## config.mk

```make
export PLATFORM = sky130hd
export DESIGN_NAME = dsr_reporter
export DESIGN_NICKNAME = d
export VERILOG_FILES = /design/src/dsr_pkg.sv /design/src/dsr_sense_mem.sv /design/src/dsr_reporter.sv
export SDC_FILE = /design/constraint.sdc
export NUM_CORES = 1
export LEC_CHECK = 0
export BUFFER_PORTS_ARGS = -buffer_cell sky130_fd_sc_hd__buf_2
export CAP_MARGIN = 20
export CORE_ASPECT_RATIO = 0.75
export CORE_MARGIN = 2
export CORE_UTILIZATION = 57
export CTS_BUF_LIST = sky130_fd_sc_hd__clkbuf_4
export DETAILED_ROUTE_END_ITERATION = 8
export PLACE_DENSITY_LB_ADDON = 0.2
export SLEW_MARGIN = 25
export SYNTH_ARGS = -nofsm -noshare
export SYNTH_HDL_FRONTEND = slang
export SYNTH_SLANG_ARGS = --single-unit
```

## constraint.sdc

```tcl
create_clock -name ref_clk -period 3.9 [get_ports ref_clk]
set_input_delay 0 -clock ref_clk [delete_from_list [all_inputs] [get_ports ref_clk]]
set_output_delay 0 -clock ref_clk [all_outputs]
set_load 0.1 [all_outputs]
```

## src/dsr_pkg.sv

```systemverilog
// Constants, types and sense codes for the disk sense code reporter
// Functional notes
// No error reports zero, last address
// Format without index in 3 s
// No seek complete within 3 s
// Fault during write or format
// Drive not selected or not ready
// No track zero after cylinders+5 steps
// Multiple drive selected indications seen
// In-progress code only for unit ready
// Removable medium swapped since last access
// ID CRC only on format check
// Uncorrectable ECC withholds sector, ends command
// Missing ID mark versus missing data mark
// Recorded cylinder/head mismatch is seek error
// Sequencer or DMA overrun code
// Write protect during write or format
// Correctable ECC ends only when correction disabled
// Bad-track flag refuses access
// Interleave too large or mismatched
// Alternate access and already-assigned codes
// Missing alternate flag, self-assigned alternate
// Command-class codes and volume overflow
// Buffer RAM and firmware diagnostic codes
// Byte 0: valid flag, class, code
// Request sense returns four bytes
// Sense kept per unit until overwritten
package dsr_pkg;
	localparam int DSR_CLK_HZ = 125000000;
	localparam int DSR_TIMEOUT_S = 3;
	localparam int DSR_TIMEOUT_CYC = DSR_CLK_HZ * DSR_TIMEOUT_S;
	localparam int DSR_STEP_SLACK = 5;
	localparam int DSR_SENSE_BYTES = 4;
	localparam int DSR_AV_BIT = 7;
	localparam int DSR_LUN_LO = 5;

	// Sense codes: upper two bits are the error class
	localparam logic [5:0] SC_NONE = 6'h00;
	localparam logic [5:0] SC_NO_INDEX = 6'h01;
	localparam logic [5:0] SC_NO_SEEK_CMPL = 6'h02;
	localparam logic [5:0] SC_WRITE_FAULT = 6'h03;
	localparam logic [5:0] SC_NOT_READY = 6'h04;
	localparam logic [5:0] SC_NO_TRACK0 = 6'h06;
	localparam logic [5:0] SC_MULTI_SEL = 6'h07;
	localparam logic [5:0] SC_IN_PROGRESS = 6'h08;
	localparam logic [5:0] SC_CART_CHANGED = 6'h09;
	localparam logic [5:0] SC_ID_CRC = 6'h10;
	localparam logic [5:0] SC_UNCORR_ECC = 6'h11;
	localparam logic [5:0] SC_NO_ID_MARK = 6'h12;
	localparam logic [5:0] SC_NO_DATA_MARK = 6'h13;
	localparam logic [5:0] SC_NOT_FOUND = 6'h14;
	localparam logic [5:0] SC_SEEK_ERR = 6'h15;
	localparam logic [5:0] SC_SEQ_DMA = 6'h16;
	localparam logic [5:0] SC_WRITE_PROT = 6'h17;
	localparam logic [5:0] SC_CORR_ECC = 6'h18;
	localparam logic [5:0] SC_BAD_TRACK = 6'h19;
	localparam logic [5:0] SC_BAD_INTERLV = 6'h1a;
	localparam logic [5:0] SC_ALT_ACCESS = 6'h1c;
	localparam logic [5:0] SC_ALT_ASSIGNED = 6'h1d;
	localparam logic [5:0] SC_NO_ALT = 6'h1e;
	localparam logic [5:0] SC_ALT_SELF = 6'h1f;
	localparam logic [5:0] SC_BAD_CMD = 6'h20;
	localparam logic [5:0] SC_BAD_ADDR = 6'h21;
	localparam logic [5:0] SC_BAD_FUNC = 6'h22;
	localparam logic [5:0] SC_VOL_OVF = 6'h23;
	localparam logic [5:0] SC_RAM_ERR = 6'h30;
	localparam logic [5:0] SC_FW_ERR = 6'h31;

	// Sector address as carried in sense bytes 1 to 3
	typedef struct packed {
		logic [10:0] cyl;
		logic [4:0] head;
		logic [5:0] sector;
	} dsr_addr_t;

	// Operation kinds the command sequencer reports
	typedef struct packed {
		logic fmt;
		logic fmt_check;
		logic write;
		logic read;
		logic recal;
		logic unit_ready;
		logic alt_assign;
	} dsr_op_t;

	// Drive interface indications, asynchronous to ref_clk
	typedef struct packed {
		logic index;
		logic seek_cmpl;
		logic fault;
		logic selected;
		logic ready;
		logic track0;
		logic multi_sel;
		logic write_prot;
		logic medium_swap;
	} dsr_drv_t;

	// Data path findings, synchronous, pulses
	typedef struct packed {
		logic id_crc;
		logic ecc_uncorr;
		logic ecc_corr;
		logic no_id_mark;
		logic no_data_mark;
		logic not_found;
		logic chs_mismatch;
		logic seq_overrun;
		logic bad_track_flag;
		logic interlv_bad;
		logic alt_direct;
		logic alt_unreadable;
		logic alt_dest_used;
		logic alt_flag_missing;
		logic alt_same;
		logic bad_opcode;
		logic addr_range;
		logic cart_on_fixed;
		logic end_volume;
		logic ram_err;
		logic fw_err;
	} dsr_det_t;

	typedef struct packed {
		logic [5:0] code;
		logic addr_valid;
		dsr_addr_t addr;
	} dsr_sense_t;
endpackage

```

## src/dsr_sense_mem.sv

```systemverilog
// Per-unit sense memory with registered read data
`timescale 1ns/1ps
module dsr_sense_mem #(
	parameter int LUN_W = 1,
	parameter int DW = 29
) (
	input wire logic ref_clk,
	input wire logic arst_n,
	input wire logic wr_en,
	input wire logic [LUN_W-1:0] wr_lun,
	input wire logic [DW-1:0] wr_data,
	input wire logic [LUN_W-1:0] rd_lun,
	output logic [DW-1:0] rd_data
);
	logic [DW-1:0] mem_reg [2**LUN_W];

	always_ff @(posedge ref_clk or negedge arst_n) begin
		if (!arst_n) begin
			for (int i = 0; i < 2**LUN_W; i++) begin
				mem_reg[i] <= '0;
			end
			rd_data <= '0;
		end else begin
			if (wr_en) begin
				mem_reg[wr_lun] <= wr_data;
			end
			rd_data <= mem_reg[rd_lun];
		end
	end
endmodule // dsr_sense_mem

```

## src/dsr_reporter.sv

```systemverilog
// Sense code classification and request-sense byte delivery
`timescale 1ns/1ps
module dsr_reporter #(
	parameter int TIMEOUT_CYC = dsr_pkg::DSR_TIMEOUT_CYC,
	parameter int LUN_W = 1,
	parameter int CYL_W = 11
) (
	input wire logic ref_clk,
	input wire logic arst_n,
	input wire logic cmd_start,
	input wire logic [LUN_W-1:0] cmd_lun,
	input wire dsr_pkg::dsr_op_t cmd_op,
	input wire logic removable,
	input wire logic ecc_corr_disable,
	input wire logic [CYL_W-1:0] cyl_count,
	input wire logic step_pulse,
	input wire logic cmd_done,
	input wire dsr_pkg::dsr_addr_t cur_addr,
	input wire dsr_pkg::dsr_drv_t drv_in,
	input wire dsr_pkg::dsr_det_t det,
	input wire logic sense_req,
	input wire logic [LUN_W-1:0] sense_lun,
	output logic cmd_abort,
	output logic withhold_sector,
	output logic error_status,
	output logic [7:0] sense_byte,
	output logic sense_valid,
	output logic sense_last
);
	import dsr_pkg::*;

	typedef enum {ST_IDLE, ST_RUN, ST_FETCH, ST_WAIT, ST_SEND} dsr_state_t;

	localparam int TW = $clog2(TIMEOUT_CYC + 1);
	localparam logic [TW-1:0] T_LIMIT = TW'(TIMEOUT_CYC);
	localparam logic [2:0] LAST_IDX = 3'(DSR_SENSE_BYTES - 1);
	localparam int DRV_W = $bits(dsr_drv_t);
	localparam int MEM_W = $bits(dsr_sense_t);

	dsr_state_t state_reg, state_next;
	logic [DRV_W-1:0] sync1_reg, sync2_reg;
	dsr_drv_t drv;
	logic [TW-1:0] tmr_reg;
	logic [CYL_W+2:0] steps_reg;
	logic [LUN_W-1:0] lun_reg;
	dsr_op_t op_reg;
	logic [2:0] idx_reg;
	logic idx_seen_reg, seek_seen_reg;
	logic [LUN_W-1:0] busy_lun_reg;
	logic busy_reg;
	logic [2**LUN_W-1:0] swap_reg;
	logic [5:0] hit_code;
	logic hit;
	logic wr_en;
	dsr_sense_t wr_sense, rd_sense;
	logic [LUN_W-1:0] rd_lun;
	logic [7:0] byte_sel;
	logic [7:0] lun_byte;
	logic timeout;
	logic [CYL_W+2:0] step_limit;

	// Two-stage synchroniser for drive pins
	always_ff @(posedge ref_clk or negedge arst_n) begin
		if (!arst_n) begin
			sync1_reg <= '0;
			sync2_reg <= '0;
		end else begin
			sync1_reg <= drv_in;
			sync2_reg <= sync1_reg;
		end
	end
	assign drv = dsr_drv_t'(sync2_reg);

	assign timeout = (tmr_reg == T_LIMIT);
	assign step_limit = (CYL_W+3)'(cyl_count) + (CYL_W+3)'(DSR_STEP_SLACK);
	wire wr_op = op_reg.write | op_reg.fmt;
	wire run = (state_reg == ST_RUN);
	wire drive_bad = drv.multi_sel | !drv.selected | !drv.ready;

	// Priority encoder: first detected condition wins one code
	always_comb begin
		hit_code = SC_NONE;
		hit = 1'b1;
		if (drv.multi_sel) hit_code = SC_MULTI_SEL;
		else if (!drv.selected || !drv.ready) hit_code = SC_NOT_READY;
		else if (removable && swap_reg[lun_reg]) hit_code = SC_CART_CHANGED;
		else if (wr_op && drv.write_prot) hit_code = SC_WRITE_PROT;
		else if (wr_op && drv.fault) hit_code = SC_WRITE_FAULT;
		else if (op_reg.fmt && !idx_seen_reg && timeout) hit_code = SC_NO_INDEX;
		else if (!op_reg.fmt && !seek_seen_reg && timeout) hit_code = SC_NO_SEEK_CMPL;
		else if (op_reg.recal && steps_reg >= step_limit && !drv.track0) begin
			hit_code = SC_NO_TRACK0;
		end
		else if (det.seq_overrun) hit_code = SC_SEQ_DMA;
		else if (det.id_crc) hit_code = op_reg.fmt_check ? SC_ID_CRC : SC_NOT_FOUND;
		else if (det.ecc_uncorr) hit_code = SC_UNCORR_ECC;
		else if (det.no_id_mark) hit_code = SC_NO_ID_MARK;
		else if (det.no_data_mark) hit_code = SC_NO_DATA_MARK;
		else if (det.not_found) hit_code = SC_NOT_FOUND;
		else if (det.chs_mismatch) hit_code = SC_SEEK_ERR;
		else if (det.ecc_corr && ecc_corr_disable) hit_code = SC_CORR_ECC;
		else if (det.bad_track_flag) hit_code = SC_BAD_TRACK;
		else if (det.interlv_bad) hit_code = SC_BAD_INTERLV;
		else if (det.alt_direct || det.alt_unreadable) hit_code = SC_ALT_ACCESS;
		else if (det.alt_dest_used) hit_code = SC_ALT_ASSIGNED;
		else if (det.alt_flag_missing) hit_code = SC_NO_ALT;
		else if (det.alt_same) hit_code = SC_ALT_SELF;
		else if (det.bad_opcode) hit_code = SC_BAD_CMD;
		else if (det.addr_range) hit_code = SC_BAD_ADDR;
		else if (det.cart_on_fixed) hit_code = SC_BAD_FUNC;
		else if (det.end_volume) hit_code = SC_VOL_OVF;
		else if (det.ram_err) hit_code = SC_RAM_ERR;
		else if (det.fw_err) hit_code = SC_FW_ERR;
		else hit = 1'b0;
	end

	// A busy unit answers a unit-ready test with in-progress only
	wire ready_busy = cmd_start && cmd_op.unit_ready && busy_reg
		&& (busy_lun_reg == cmd_lun);

	always_comb begin
		state_next = state_reg;
		case (state_reg)
			ST_IDLE: begin
				if (cmd_start && !ready_busy) state_next = ST_RUN;
				else if (sense_req) state_next = ST_FETCH;
			end
			ST_RUN: begin
				if (hit || cmd_done) state_next = ST_IDLE;
			end
			ST_FETCH: state_next = ST_WAIT;
			ST_WAIT: state_next = ST_SEND;
			ST_SEND: begin
				if (idx_reg == LAST_IDX) state_next = ST_IDLE;
			end
			default: state_next = ST_IDLE;
		endcase
	end

	always_ff @(posedge ref_clk or negedge arst_n) begin
		if (!arst_n) begin
			state_reg <= ST_IDLE;
		end else begin
			state_reg <= state_next;
		end
	end

	// Command context and timers
	always_ff @(posedge ref_clk or negedge arst_n) begin
		if (!arst_n) begin
			lun_reg <= '0;
			op_reg <= '0;
			tmr_reg <= '0;
			steps_reg <= '0;
			idx_seen_reg <= 1'b0;
			seek_seen_reg <= 1'b0;
		end else if (state_reg == ST_IDLE && cmd_start && !ready_busy) begin
			lun_reg <= cmd_lun;
			op_reg <= cmd_op;
			tmr_reg <= '0;
			steps_reg <= '0;
			idx_seen_reg <= 1'b0;
			seek_seen_reg <= 1'b0;
		end else if (run) begin
			if (!timeout) tmr_reg <= tmr_reg + 1'b1;
			if (step_pulse && !drv.track0) steps_reg <= steps_reg + 1'b1;
			if (drv.index) idx_seen_reg <= 1'b1;
			if (drv.seek_cmpl) seek_seen_reg <= 1'b1;
		end
	end

	// Busy tracking for the in-progress answer
	always_ff @(posedge ref_clk or negedge arst_n) begin
		if (!arst_n) begin
			busy_reg <= 1'b0;
			busy_lun_reg <= '0;
		end else if (state_reg == ST_IDLE && cmd_start && !ready_busy) begin
			busy_reg <= !cmd_op.unit_ready;
			busy_lun_reg <= cmd_lun;
		end else if (run && (hit || cmd_done)) begin
			busy_reg <= 1'b0;
		end
	end

	// Medium swap sticky per unit; the swap event wins over the access clear
	always_ff @(posedge ref_clk or negedge arst_n) begin
		if (!arst_n) begin
			swap_reg <= '0;
		end else begin
			if (run && (hit || cmd_done)) swap_reg[lun_reg] <= 1'b0;
			if (drv.medium_swap) swap_reg[lun_reg] <= 1'b1;
		end
	end

	// Write the result of a finished command into its unit slot; an in-progress answer in the same cycle takes that slot instead
	assign wr_en = ready_busy || (run && (hit || cmd_done));
	assign wr_sense.code = ready_busy ? SC_IN_PROGRESS : (hit ? hit_code : SC_NONE);
	assign wr_sense.addr_valid = !ready_busy && !drive_bad;
	assign wr_sense.addr = cur_addr;
	assign rd_lun = sense_lun;

	dsr_sense_mem #(.LUN_W(LUN_W), .DW(MEM_W)) u_mem (
		.ref_clk(ref_clk),
		.arst_n(arst_n),
		.wr_en(wr_en),
		.wr_lun(ready_busy ? cmd_lun : lun_reg),
		.wr_data(wr_sense),
		.rd_lun(rd_lun),
		.rd_data(rd_sense)
	);

	// Outputs to the sequencer
	always_ff @(posedge ref_clk or negedge arst_n) begin
		if (!arst_n) begin
			cmd_abort <= 1'b0;
			withhold_sector <= 1'b0;
			error_status <= 1'b0;
		end else begin
			cmd_abort <= run && hit;
			withhold_sector <= run && hit && (hit_code == SC_UNCORR_ECC);
			if (wr_en) error_status <= (wr_sense.code != SC_NONE);
		end
	end

	// Wider unit numbers spill into bit 6 and above
	assign lun_byte = 8'(8'(sense_lun) << DSR_LUN_LO);

	// Sense byte layout
	always_comb begin
		case (idx_reg)
			3'd0: byte_sel = {rd_sense.addr_valid, 1'b0, rd_sense.code};
			3'd1: byte_sel = {rd_sense.addr.cyl[10], 2'b00, rd_sense.addr.head} | lun_byte;
			3'd2: byte_sel = {rd_sense.addr.cyl[9:8], rd_sense.addr.sector};
			3'd3: byte_sel = rd_sense.addr.cyl[7:0];
			default: byte_sel = 8'h00;
		endcase
	end

	// Four sense bytes, one per cycle
	always_ff @(posedge ref_clk or negedge arst_n) begin
		if (!arst_n) begin
			idx_reg <= '0;
			sense_byte <= '0;
			sense_valid <= 1'b0;
			sense_last <= 1'b0;
		end else begin
			sense_valid <= (state_reg == ST_SEND);
			sense_last <= (state_reg == ST_SEND) && (idx_reg == LAST_IDX);
			sense_byte <= (state_reg == ST_SEND) ? byte_sel : 8'h00;
			if (state_reg == ST_SEND) idx_reg <= idx_reg + 1'b1;
			else idx_reg <= '0;
		end
	end
endmodule // dsr_reporter

```

# Yosys cells after proc, flatten, opt, wreduce, memory -nomap -nowiden
# Cells that the tools add are included.
# op_classes
add_sub_neg	4
magnitude_cmp	6
reduce_logical	51
bitwise	9
mux	94
n_eq_ne	16
# op_table
op	n
2-to-1 mux 29 bit	7
2-to-1 mux 6 bit	30
case mux 32 bit (5 select lines)	1
2-to-1 mux 32 bit	4
== test 32 x 2 -> 1 bit (second input constant)	3
zero test 32 bit	2
bitwise mux 58 bit	1
2-to-1 mux 14 bit	3
2-to-1 mux 1 bit	40
== test 32 x 1 -> 1 bit (second input constant)	1
== test 32 x 3 -> 1 bit (second input constant)	1
== test 32 x 4 -> 1 bit (second input constant)	1
case mux 8 bit (4 select lines)	1
adder 29 x 1 -> 29 bit (second input constant)	1
demux 29 bit (select 1 bit)	1
== test 29 bit (second input constant)	1
logical AND 1 bit	24
adder 14 x 1 -> 14 bit (second input constant)	1
>= comparator 14 x 12 -> 1 bit	1
adder 11 x 3 -> 12 bit (second input constant)	1
nonzero test 2 bit	5
zero test 1 bit	9
2-to-1 mux 8 bit	1
OR 8 x 6 -> 8 bit	1
other kinds (25)	39
# word_totals
reg_bits	206
word_cells	204
input_bits	80
output_inout_bits	13

# Logic depth before layout (Yosys ltp)
# Gate-level depths: netlist (run 1).
# depth
ltp_word	33
ltp_mapped	16
depth_no_buf	13

# By module
# Synthesis (run 1) repeated with hierarchy kept, for this count alone.
# unflattened
hier_cells	710
hier_area_um2	8345.5
# modules_own_cells
mod	cells_each	area_each_um2	seq_area_each_um2	instances
dsr_reporter	525	5017.3	2252.2	1
dsr_sense_mem	185	3328.2	2177.1	1

# Worst setup path before layout (run 1)
# Ideal clock, no wire load.
# synth_path
path_type	input to register
startpoint	input port cyl_count[1]
endpoint	register u_mem.mem_reg[37] (netlist name)
path_buffers	3
setup_slack_ns	0.968
required_time_ns	3.773
stages	16
t_arrival_ns	2.804
setup_ns	0.127
path_cell_list	a21oi_1 nor2_1 and3_1 nand3_1 xor2_1 ha_1 o21ai_1 a21o_1 a211o_1 a41o_1 buf_4 a21o_4 a21oi_2 buf_6 buf_8 mux2_1
# synth_between
elab_chain_len	15
# synth_lines
element	line	text
from (decl)	dsr_reporter.sv:15	input wire logic [CYL_W-1:0] cyl_count,
adder 11 x 3 -> 12 bit	dsr_reporter.sv:75	assign step_limit = (CYL_W+3)'(cyl_count) + (CYL_W+3)'(DSR_STEP_SLACK);
>= comparator 14 x 12 -> 1 bit	dsr_reporter.sv:91	else if (op_reg.recal && steps_reg >= step_limit && !drv.track0) begin
logical AND 1 bit (2 in series)	dsr_reporter.sv:91	
2-to-1 mux 1 bit	dsr_reporter.sv:91	
2-to-1 mux 1 bit	dsr_reporter.sv:90	else if (!op_reg.fmt && !seek_seen_reg && timeout) hit_code = SC_NO_SEEK_CMPL;
2-to-1 mux 1 bit	dsr_reporter.sv:89	else if (op_reg.fmt && !idx_seen_reg && timeout) hit_code = SC_NO_INDEX;
2-to-1 mux 1 bit	dsr_reporter.sv:88	else if (wr_op && drv.fault) hit_code = SC_WRITE_FAULT;
2-to-1 mux 1 bit	dsr_reporter.sv:87	else if (wr_op && drv.write_prot) hit_code = SC_WRITE_PROT;
2-to-1 mux 1 bit	dsr_reporter.sv:86	else if (removable && swap_reg[lun_reg]) hit_code = SC_CART_CHANGED;
2-to-1 mux 1 bit	dsr_reporter.sv:85	else if (!drv.selected || !drv.ready) hit_code = SC_NOT_READY;
2-to-1 mux 1 bit	dsr_reporter.sv:84	if (drv.multi_sel) hit_code = SC_MULTI_SEL;
logical OR 1 bit	dsr_reporter.sv:196	assign wr_en = ready_busy || (run && (hit || cmd_done));
logical AND 1 bit	dsr_reporter.sv:196	
logical OR 1 bit	dsr_reporter.sv:196	
to (signal, indexed assignment)	dsr_sense_mem.sv:25	mem_reg[wr_lun] <= wr_data;
to (decl)	dsr_sense_mem.sv:15	logic [DW-1:0] mem_reg [2**LUN_W];
# No other way between the ends.
# A chain may end at the register's enable or synchronous reset.

# Worst setup path in the final report (run 1)
# layout_path
startpoint	register steps_reg[2]
endpoint	register u_mem.mem_reg[6] (netlist name)
# layout_between
elab_chain_len	14
# layout_lines
element	line	text
from (decl)	dsr_reporter.sv:44	logic [CYL_W+2:0] steps_reg;
from (signal assigned)	dsr_reporter.sv:166	if (step_pulse && !drv.track0) steps_reg <= steps_reg + 1'b1;
>= comparator 14 x 12 -> 1 bit	dsr_reporter.sv:91	
logical AND 1 bit (2 in series)	dsr_reporter.sv:91	
2-to-1 mux 1 bit	dsr_reporter.sv:91	
2-to-1 mux 1 bit	dsr_reporter.sv:90	
2-to-1 mux 1 bit	dsr_reporter.sv:89	
2-to-1 mux 1 bit	dsr_reporter.sv:88	
2-to-1 mux 1 bit	dsr_reporter.sv:87	
2-to-1 mux 1 bit	dsr_reporter.sv:86	
2-to-1 mux 1 bit	dsr_reporter.sv:85	
2-to-1 mux 1 bit	dsr_reporter.sv:84	
logical OR 1 bit	dsr_reporter.sv:196	
logical AND 1 bit	dsr_reporter.sv:196	
logical OR 1 bit	dsr_reporter.sv:196	
# No other way between the ends.

==> flow_metrics.tcl, run 1 <==
set metrics [dict create \
    status "completed" \
    ios 93 \
    finalSetupViolations 0 \
    place_area_sq_um 9010 \
    die_w_microns 144 \
    postCtsSetupBuffers 0 \
    hpwl_microns 12900 \
    final.fill_count 1160 \
    numCtsBuffers 17 \
    grt_use_total_pct 25.0 \
    largest_reg_flops 58 \
    slew-limit-headroom_pct 40.9 \
    drt_first_pass_iters 6 \
    cp.required_ps 4350 \
    grt_max_degree 111 \
    wl_per_cell_microns 16.8 \
    seqPwrFrac_pct 49.9 \
    synth_seq_cells 177 \
    post_drt_via_cell_ratio 5.70 \
    synth-edff-count 0 \
    hold_violations 0 \
    syn_area_sq_um 8390 \
    clock_path_buffers 2 \
    power_leakage_nw 4.50 \
    io_buffers 90 \
    setup_slack_ps 828 \
    drive_gt1_share_pct 20.0 \
    p_per_area_nw_per_um2 548 \
    tightestPinTransition_ps 887 \
    grt_pass1_wl_microns 30500 \
    yosys_most_used_dff "dfrtp_1" \
    syn_nets 851 \
    grt_pass1_vias 6250 \
    fin_crit_ps 3070 \
    yosys_warnings 0 \
    clock.fmax_ghz 0.326 \
    p_total_mw 5.36 \
    ctsRootBufferMaster "clkbuf_4" \
    cts_resized 0 \
    synth_seq_area_share_pct 52.8 \
    peakVddDrop_mv 0.232 \
    cp-end-kind "register" \
    pwr-share-clk_pct 19.1 \
    gp_congestion 0.840 \
    die_area_sq_um 15700 \
    synthCells 750 \
    slew_viol_final 0 \
    antenna_cells 0 \
    async_flop_share_pct 100 \
    cp.arrival_ps 3530 \
    final_util_pct 67.9 \
    dp_cells 1018 \
    start_util_pct 58.3 \
    clk_latency_ps 570 \
    area_delta_synth_final_pct 16.5 \
    core_area_sq_um 14400 \
    cp_max_fo 29 \
    hold_path_class "input port to register" \
    fin_crit_sh_pct 78.8 \
    finish.instance_area_sq_um 9780 \
    row_count 38 \
    switchingPower_mw 1.81 \
    cts_htree_levels 4 \
    rsz0062_at_grt "no" \
    synth_cell_type_count 75 \
    p_int_mw 3.54 \
    place_ws_ps 577 \
    maxCapViolCount 0 \
    cts_tree "done" \
    drt_iter0_markers 537 \
    final_cells 1098 \
    fin_setup_tns_ps 0 \
    cp-start-kind "register" \
    antenna_left 0 \
    nNetsFinal 986 \
    clkSlewWorstSetupHoldPaths_ps 140 \
    fin_skew_ps 13.9 \
    synth_area_per_cell_sq_um 11.2 \
    criticalPathCategory "register to register" \
    hold_ws_ps 61.9 \
    pwr-share-comb_pct 31.0 \
    vias 6261 \
    die_h_microns 109 \
    drc 0 \
    antenna_found_initial 0 \
    swShare_pct 33.8 \
    overflow 0 \
    cts_sinks 177 \
    drt-total-wl_microns 18500 \
]
## synth_stat cells (3+ instances only)
cell	count	share of area [%]
nor3_1	20	1.2
nand4_1	14	1.0
nor2_1	77	3.4
mux2i_1	6	0.72
and4_1	5	0.52
xnor2_1	19	2.0
xor2_1	24	2.5
o22ai_1	3	0.22
nor4_1	5	0.37
a21o_1	3	0.27
mux2_1	37	5.0
o21ai_0	23	1.4
buf_6	3	0.40
ha_1	21	3.1
o31ai_1	3	0.27
or3_1	8	0.60
inv_1	30	1.3
a221o_1	3	0.36
nor4b_1	3	0.31
mux2_2	26	3.5
o21ai_1	6	0.36
a2111oi_0	3	0.31
nor4_2	3	0.45
buf_1	5	0.22
mux2_4	10	1.8
dfrtp_1	177	53
a222oi_1	7	0.83
nor2b_1	8	0.60
nand3_1	24	1.4
a21oi_1	28	1.7
o2111ai_1	5	0.52
nand2b_1	3	0.22
clkbuf_1	13	0.58
and3_1	14	1.0
nand2_1	51	2.3
a41oi_1	3	0.31
buf_2	6	0.36
## final cells by class
cell class                      count  area [sq um]  area share, %
Sequential cell                   177          4430           45.3
Timing Repair Buffer              146          1010           10.4
Clock buffer                       22           165           1.69
Multi-Input combinational cell    513          3700           37.8
Tap cell                          200           250           2.56
Clock inverter                     10           110           1.13
Inverter                           30           113           1.15
## worst max-delay path, stage by stage, from the launching register on
cell and delay [ps]:
dfrtp_1 510, ha_1 270, nor4_1 300, a221o_1 240, a41o_1 490, a21oi_2 170, o21ai_2 150, buf_4 420
mux2_1 370
## kinds of logic (layout without fill, tap and decap cells)
group / after synthesis / after routing / share of synthesized area [%]
xor+xnor: 43 / 43 / 4.49
compound gates: 117 / 117 / 9.76
fa+ha+maj: 21 / 21 / 3.13
mux: 79 / 79 / 11.0
simple gates: 253 / 253 / 15.6
flops: 177 / 177 / 52.8
buf+inv: 60 / 208 / 3.26
## layer usage
| layer | vias to the layer above | global-route usage, % | wire, microns |
|---|---|---|---|
| li1 | 2958 | - | - |
| met5 | - | 0 | 0 |
| met1 | 3092 | 36.0 | 8850 |
| met4 | 0 | 7.00 | 262 |
| met3 | 25 | 5.80 | 1000 |
| met2 | 186 | 38.5 | 8350 |
## power by group through the flow
stage	clock (mW)	sequential (mW)	combinational, mW
global route	1.13	2.74	1.83
detailed placement	0	2.70	1.60
floorplan	0	2.71	1.15
CTS	1.04	2.67	1.67
global placement	0	2.67	1.54
finish	1.02	2.67	1.66
## path summary, 6_finish.rpt
kind	endpoint	slack, ps	from	cells past startpoint
worst min register to register	drv[0]$_DFF_PN0_	360	sync1_reg[0]$_DFF_PN0_	0
min in group asynchronous	tmr_reg[25]$_DFFE_PN0P_	90	arst_n	2
worst max register to register	u_mem.mem_reg[6]$_DFFE_PN0P_	830	steps_reg[2]$_DFFE_PN0P_	8
worst max-delay path	u_mem.mem_reg[6]$_DFFE_PN0P_	830	steps_reg[2]$_DFFE_PN0P_	8
worst min-delay path	sync1_reg[2]$_DFF_PN0_	60	drv_in[2]	2
max in group asynchronous	steps_reg[8]$_DFFE_PN0P_	2810	arst_n	3
## placed cells by master, fill, tap and decap left out, drive strengths merged, types with 21 or more instances in the layout
cell type      n
dfrtp        177
buf           97
nor2          77
mux2          73
nand2         51
dlygate4sd3   48
inv           32
a21oi         30
o21ai         30
nand3         25
xor2          24
clkbuf        23
ha            21
nor3          21
## repair_timing
action,in CTS,in global routing
endpoints found under the setup margin,0,0
hold buffers,48,0
hold endpoints to repair,185,0
Note: power is estimated with default switching activity, not from simulation.
==> run 2, diff against run 1 <==
==> constraint.sdc (replaced) <==
create_clock -name ref_clk -period 3.2 [get_ports ref_clk]
set_input_delay 0 -clock ref_clk [delete_from_list [all_inputs] [get_ports ref_clk]]
set_output_delay 0 -clock ref_clk [all_outputs]
set_load 0.1 [all_outputs]
==> flow_metrics.tcl, run 2 (synthesis results as in run 1) <==
set metrics [dict create \
    status "completed" \
    hold_violations 0 \
    drc 0 \
    pwr-share-clk_pct 16.6 \
    cts_sinks 177 \
    cts_tree "done" \
    max_stage_delay_ps 540 \
    cp-startpoint "steps_reg[2]$_DFFE_PN0P_" \
    r2r-start "steps_reg[2]$_DFFE_PN0P_" \
    hpwl_microns 13200 \
    slew_viol_final 0 \
    regToRegSetupSlack_ps 350 \
    final_common_cell "dfrtp_1" \
    peakVddDrop_mv 0.298 \
    slowest_stage "a41oi_1" \
    cp-start-kind "register" \
    most-common-layout-cells "dfrtp_1, buf_2, nor2_1" \
    drt-total-wl_microns 18500 \
    hold_path_class "input port to async pin" \
    grt_pass1_vias 6248 \
    cp-end-kind "register" \
    clock_path_buffers 2 \
    seqPwrFrac_pct 51.0 \
    slew-limit-headroom_pct 45.5 \
    worstPathCellList "ha_1 -> o21ai_1 -> a221o_1 -> a41oi_1 -> o21ai_0 -> o31a_1 -> o32a_1" \
    die_area_sq_um 15700 \
    cp.arrival_ps 3300 \
    row_count 38 \
    largest_reg_flops 58 \
    core_area_sq_um 14400 \
    grt_use_total_pct 25.1 \
    antenna_found_initial 1 \
    ctsRootBufferMaster "clkbuf_4" \
    place_area_sq_um 9060 \
    die_w_microns 144 \
    post_drt_via_cell_ratio 5.69 \
    drt_iter0_markers 399 \
    rsz0062_at_grt "no" \
    power_leakage_nw 4.49 \
    numCtsBuffers 17 \
    fin_crit_sh_pct 89.0 \
    drt_first_pass_iters 5 \
    fin_skew_ps 17.7 \
    start_util_pct 58.3 \
    swShare_pct 35.3 \
    ios 93 \
    postCtsSetupBuffers 0 \
    drive_gt1_share_pct 20.1 \
    clk_latency_ps 560 \
    tightestPinTransition_ps 817 \
    grt_pass1_wl_microns 30600 \
    clkSlewWorstSetupHoldPaths_ps 140 \
    finalSetupViolations 0 \
    finish.instance_area_sq_um 9750 \
    overflow 0 \
    cts_htree_levels 4 \
    criticalPathCategory "register to register" \
    cp.required_ps 3650 \
    cp_max_fo 8 \
    fin_setup_tns_ps 0 \
    p_per_area_nw_per_um2 655 \
    r2r_cells 7 \
    pwr-share-comb_pct 32.4 \
    final_cells 1101 \
    wl_per_cell_microns 16.8 \
    antenna_left 0 \
    vias 6265 \
    gp_congestion 0.897 \
    maxCapViolCount 0 \
    grt_max_degree 91 \
    timing.rr.end "error_status$_DFFE_PN0P_" \
    nNetsFinal 989 \
    fin_crit_ps 2850 \
    clock.fmax_ghz 0.351 \
    final_util_pct 67.7 \
    area_delta_synth_final_pct 16.2 \
    p_int_mw 4.13 \
    die_h_microns 109 \
    io_buffers 90 \
    dp_cells 1023 \
    switchingPower_mw 2.25 \
]
## run 2: worst max-delay path by stage
stage,slack (ps),to,cells after the start
2_1_floorplan,270,u_mem.mem_reg[37]$_DFFE_PN0P_,16
3_3_place_gp,140,u_mem.mem_reg[56]$_DFFE_PN0P_,15
3_5_place_dp,20,u_mem.mem_reg[45]$_DFFE_PN0P_,15
4_1_cts,210,tmr_reg[24]$_DFFE_PN0P_,9
5_1_grt,210,tmr_reg[24]$_DFFE_PN0P_,9
6_report,350,error_status$_DFFE_PN0P_,7
## run 2: worst max-delay path: cells and delay by family (launching register included)
| family | cells | cell delay, ps |
|---|---|---|
| flops | 1 | 510 |
| compound gates | 6 | 1900 |
| fa+ha+maj | 1 | 330 |
## run 2: final cells by class
| class | instances | area [sq um] |
|---|---|---|
| Tap cell | 200 | 250 |
| Clock buffer | 17 | 128 |
| Multi-Input combinational cell | 513 | 3690 |
| Clock inverter | 14 | 93.8 |
| Inverter | 30 | 113 |
| Timing Repair Buffer | 149 | 1040 |
| Antenna cell | 1 | 2.50 |
| Sequential cell | 177 | 4430 |
| Fill cell | 1115 | 4660 |
## run 2: what timing repair did
item                                    CTS  global route
endpoints found under the setup margin    0             2
hold buffers                             46             0
resized for setup                         0             1
hold endpoints to repair                165             0
## run 2: per-layer routing
layer  routed length (microns)  GRT usage (%)  vias up
met5                         0              0        -
met2                      8450           39.1      191
met3                       941           6.19        9
li1                          -              -     2954
met4                       104           4.69        0
met1                      9020           36.4     3111
## run 2: power by group through the flow
stage / sequential (mW) / clock [mW] / combinational, mW
2_1_floorplan: 3.30 / 0 / 1.40
3_3_place_gp: 3.24 / 0 / 1.92
3_5_place_dp: 3.30 / 0 / 2.00
4_1_cts: 3.25 / 1.09 / 2.07
5_1_grt: 3.32 / 1.20 / 2.27
6_report: 3.26 / 1.06 / 2.07
## run 2: through the flow
step | power, mW | worst slack [ps] | hold WS (ps)
2_1_floorplan | 4.70 | 268 | -296
3_3_place_gp | 5.16 | 135 | 99.5
3_5_place_dp | 5.30 | 16.2 | 109
4_1_cts | 6.42 | 209 | 5.58
5_1_grt | 6.79 | 214 | 15.4
6_report | 6.39 | 351 | 19.7
==> run 3, diff against run 2 <==
--- a/config.mk
+++ b/config.mk
@@ -9,7 +9,7 @@
 export CAP_MARGIN = 20
 export CORE_ASPECT_RATIO = 0.75
 export CORE_MARGIN = 2
-export CORE_UTILIZATION = 57
+export CORE_UTILIZATION = 55
 export CTS_BUF_LIST = sky130_fd_sc_hd__clkbuf_4
 export DETAILED_ROUTE_END_ITERATION = 8
 export PLACE_DENSITY_LB_ADDON = 0.2
==> constraint.sdc (replaced) <==
create_clock -name ref_clk -period 2.4 [get_ports ref_clk]
set_input_delay 0 -clock ref_clk [delete_from_list [all_inputs] [get_ports ref_clk]]
set_output_delay 0 -clock ref_clk [all_outputs]
set_load 0.1 [all_outputs]
==> flow_metrics.tcl, run 3 (synthesis results as in run 1) <==
set metrics [dict create \
    antenna_left 0 \
    io_buffers 90 \
    timing.rr.end "error_status$_DFFE_PN0P_" \
    r2r_cells 8 \
    cts_tree "done" \
    cp.arrival_ps 3040 \
    die_h_microns 111 \
    cp-end-kind "register" \
    dp_cells 1103 \
    grt_use_total_pct 27.0 \
    rsz0062_at_grt "yes" \
    drt-total-wl_microns 20400 \
    final_cells 1193 \
    gp_congestion 0.875 \
    clkSlewWorstSetupHoldPaths_ps 160 \
    nNetsFinal 1076 \
    regToRegSetupSlack_ps -170 \
    cp.required_ps 2870 \
    power_leakage_nw 5.16 \
    die_w_microns 147 \
    status "finished with violations" \
    ctsRootBufferMaster "clkbuf_4" \
    peakVddDrop_mv 0.424 \
    p_total_mw 9.72 \
    maxCapViolCount 0 \
    holdPathEnd "sync1_reg[5]$_DFF_PN0_" \
    cts_htree_levels 4 \
    min_from "drv_in[5]" \
    pwr-share-clk_pct 17.6 \
    drt_first_pass_iters 6 \
    die_area_sq_um 16300 \
    slew_viol_final 0 \
    row_count 39 \
    violations "setup timing" \
    pwr-share-comb_pct 37.7 \
    fin_crit_sh_pct 107 \
    cts_sinks 177 \
    finalSetupViolations 54 \
    grt_max_degree 62 \
    final_common_cell "dfrtp_1" \
    fin_crit_ps 2570 \
    cp_max_fo 3 \
    p_per_area_nw_per_um2 889 \
    r2r-start "steps_reg[3]$_DFFE_PN0P_" \
    ios 93 \
    p_int_mw 6.29 \
    setup_slack_ps -174 \
    swShare_pct 35.3 \
    fin_skew_ps 30.8 \
    clock_path_buffers 2 \
    start_util_pct 55.7 \
    numCtsBuffers 17 \
    clock.fmax_ghz 0.388 \
    post_drt_via_cell_ratio 5.58 \
    drive_gt1_share_pct 34.1 \
    largest_reg_flops 58 \
    tightestPinTransition_ps 772 \
    core_area_sq_um 15100 \
    hpwl_microns 14500 \
    grt_pass1_wl_microns 34900 \
    drc 0 \
    most-common-layout-cells "dfrtp_1, buf_2, buf_4" \
    criticalPathCategory "register to register" \
    seqPwrFrac_pct 44.6 \
    wl_per_cell_microns 17.1 \
    clk_latency_ps 590 \
    grt_pass1_vias 6990 \
    switchingPower_mw 3.44 \
    overflow 0 \
    slew-limit-headroom_pct 48.5 \
    hold_path_class "input port to register" \
    hold_violations 0 \
    antenna_found_initial 0 \
    area_delta_synth_final_pct 30.4 \
    cp-start-kind "register" \
    worstHoldPathCells 2 \
    vias 6661 \
    antenna_cells 0 \
    drt_iter0_markers 362 \
]
==> run 3: changes by cell type in the layout (fill, tap and decap cells not counted), moves of 4 or more <==
cell / change
buf_4: +71
mux2_4: +38
mux2_1: -37
buf_6: +9
clkinv_8: +6
ha_1: -6
inv_6: +6
clkinv_1: -5
ha_4: +4
nand2_1: -4
==> run 3: power by group through the flow <==
stage	combinational [mW]	clock (mW)	sequential (mW)
final	3.67	1.72	4.34
after global routing	3.96	1.89	4.44
after CTS	3.53	1.75	4.32
after detailed placement	3.26	0	4.37
after global placement	3.13	0	4.32
after floorplan	2.12	0	4.41
==> run 3: metrics by stage <==
| stage | setup TNS [ps] | worst slack [ps] | instance area, sq um | hold WS, ps | utilization [%] |
|---|---|---|---|---|---|
| final | -6300 | -174 | 10900 | 45.6 | 72.6 |
| after global routing | -11680 | -258 | 10900 | 2.12 | 72.6 |
| after CTS | -6460 | -193 | 10800 | 3.82 | 71.8 |
| after detailed placement | -34620 | -692 | 9820 | 48.6 | 65.1 |
| after global placement | -29440 | -545 | 9820 | 35.7 | 65.1 |
| after floorplan | -9930 | -381 | 8540 | -296 | - |
==> run 3: worst max-delay path by stage <==
stage | start | to | slack [ps] | cells after the start
6_report | steps_reg[3]$_DFFE_PN0P_ | error_status$_DFFE_PN0P_ | -170 | 8
5_1_grt | steps_reg[6]$_DFFE_PN0P_ | error_status$_DFFE_PN0P_ | -260 | 9
4_1_cts | steps_reg[3]$_DFFE_PN0P_ | error_status$_DFFE_PN0P_ | -190 | 8
3_5_place_dp | cyl_count[0] | error_status$_DFFE_PN0P_ | -690 | 14
3_3_place_gp | cyl_count[0] | withhold_sector$_DFF_PN0_ | -550 | 14
2_1_floorplan | cyl_count[0] | u_mem.mem_reg[37]$_DFFE_PN0P_ | -380 | 16
==> run 3: per-layer routing <==
layer | up-vias | wire length (microns) | track usage (%)
met1 | 3289 | 9610 | 38.9
li1 | 3129 | - | -
met5 | - | 0 | 0
met2 | 222 | 9380 | 42.6
met4 | 0 | 216 | 6.41
met3 | 21 | 1170 | 5.47
==> run 3: layout make-up <==
type / instances / area (sq um)
well taps: 205 / 256
clock buffers: 17 / 128
repair buffers: 236 / 1790
flip-flops and latches: 177 / 4430
fillers: 1070 / 4140
multi-input cells: 513 / 4040
inverters: 30 / 113
clock inverters: 15 / 181
==> run 3: repair_timing <==
| item | in CTS | in global routing |
|---|---|---|
| setup buffers | 5 | 3 |
| setup endpoints to repair | 60 | 71 |
| pin swaps | 9 | 3 |
| hold buffers | 49 | 1 |
| gates resized for setup | 33 | 21 |
| endpoints found under the hold margin | 248 | 1 |
==> run 3: worst max-delay path, stage by stage (launching register included) <==
cell and delay (ps):
dfrtp_1 430, ha_2 220, nor4_4 250, a221o_1 270, a41oi_4 180, buf_6 150
o32a_1 320, o31a_1 330, o32a_1 330
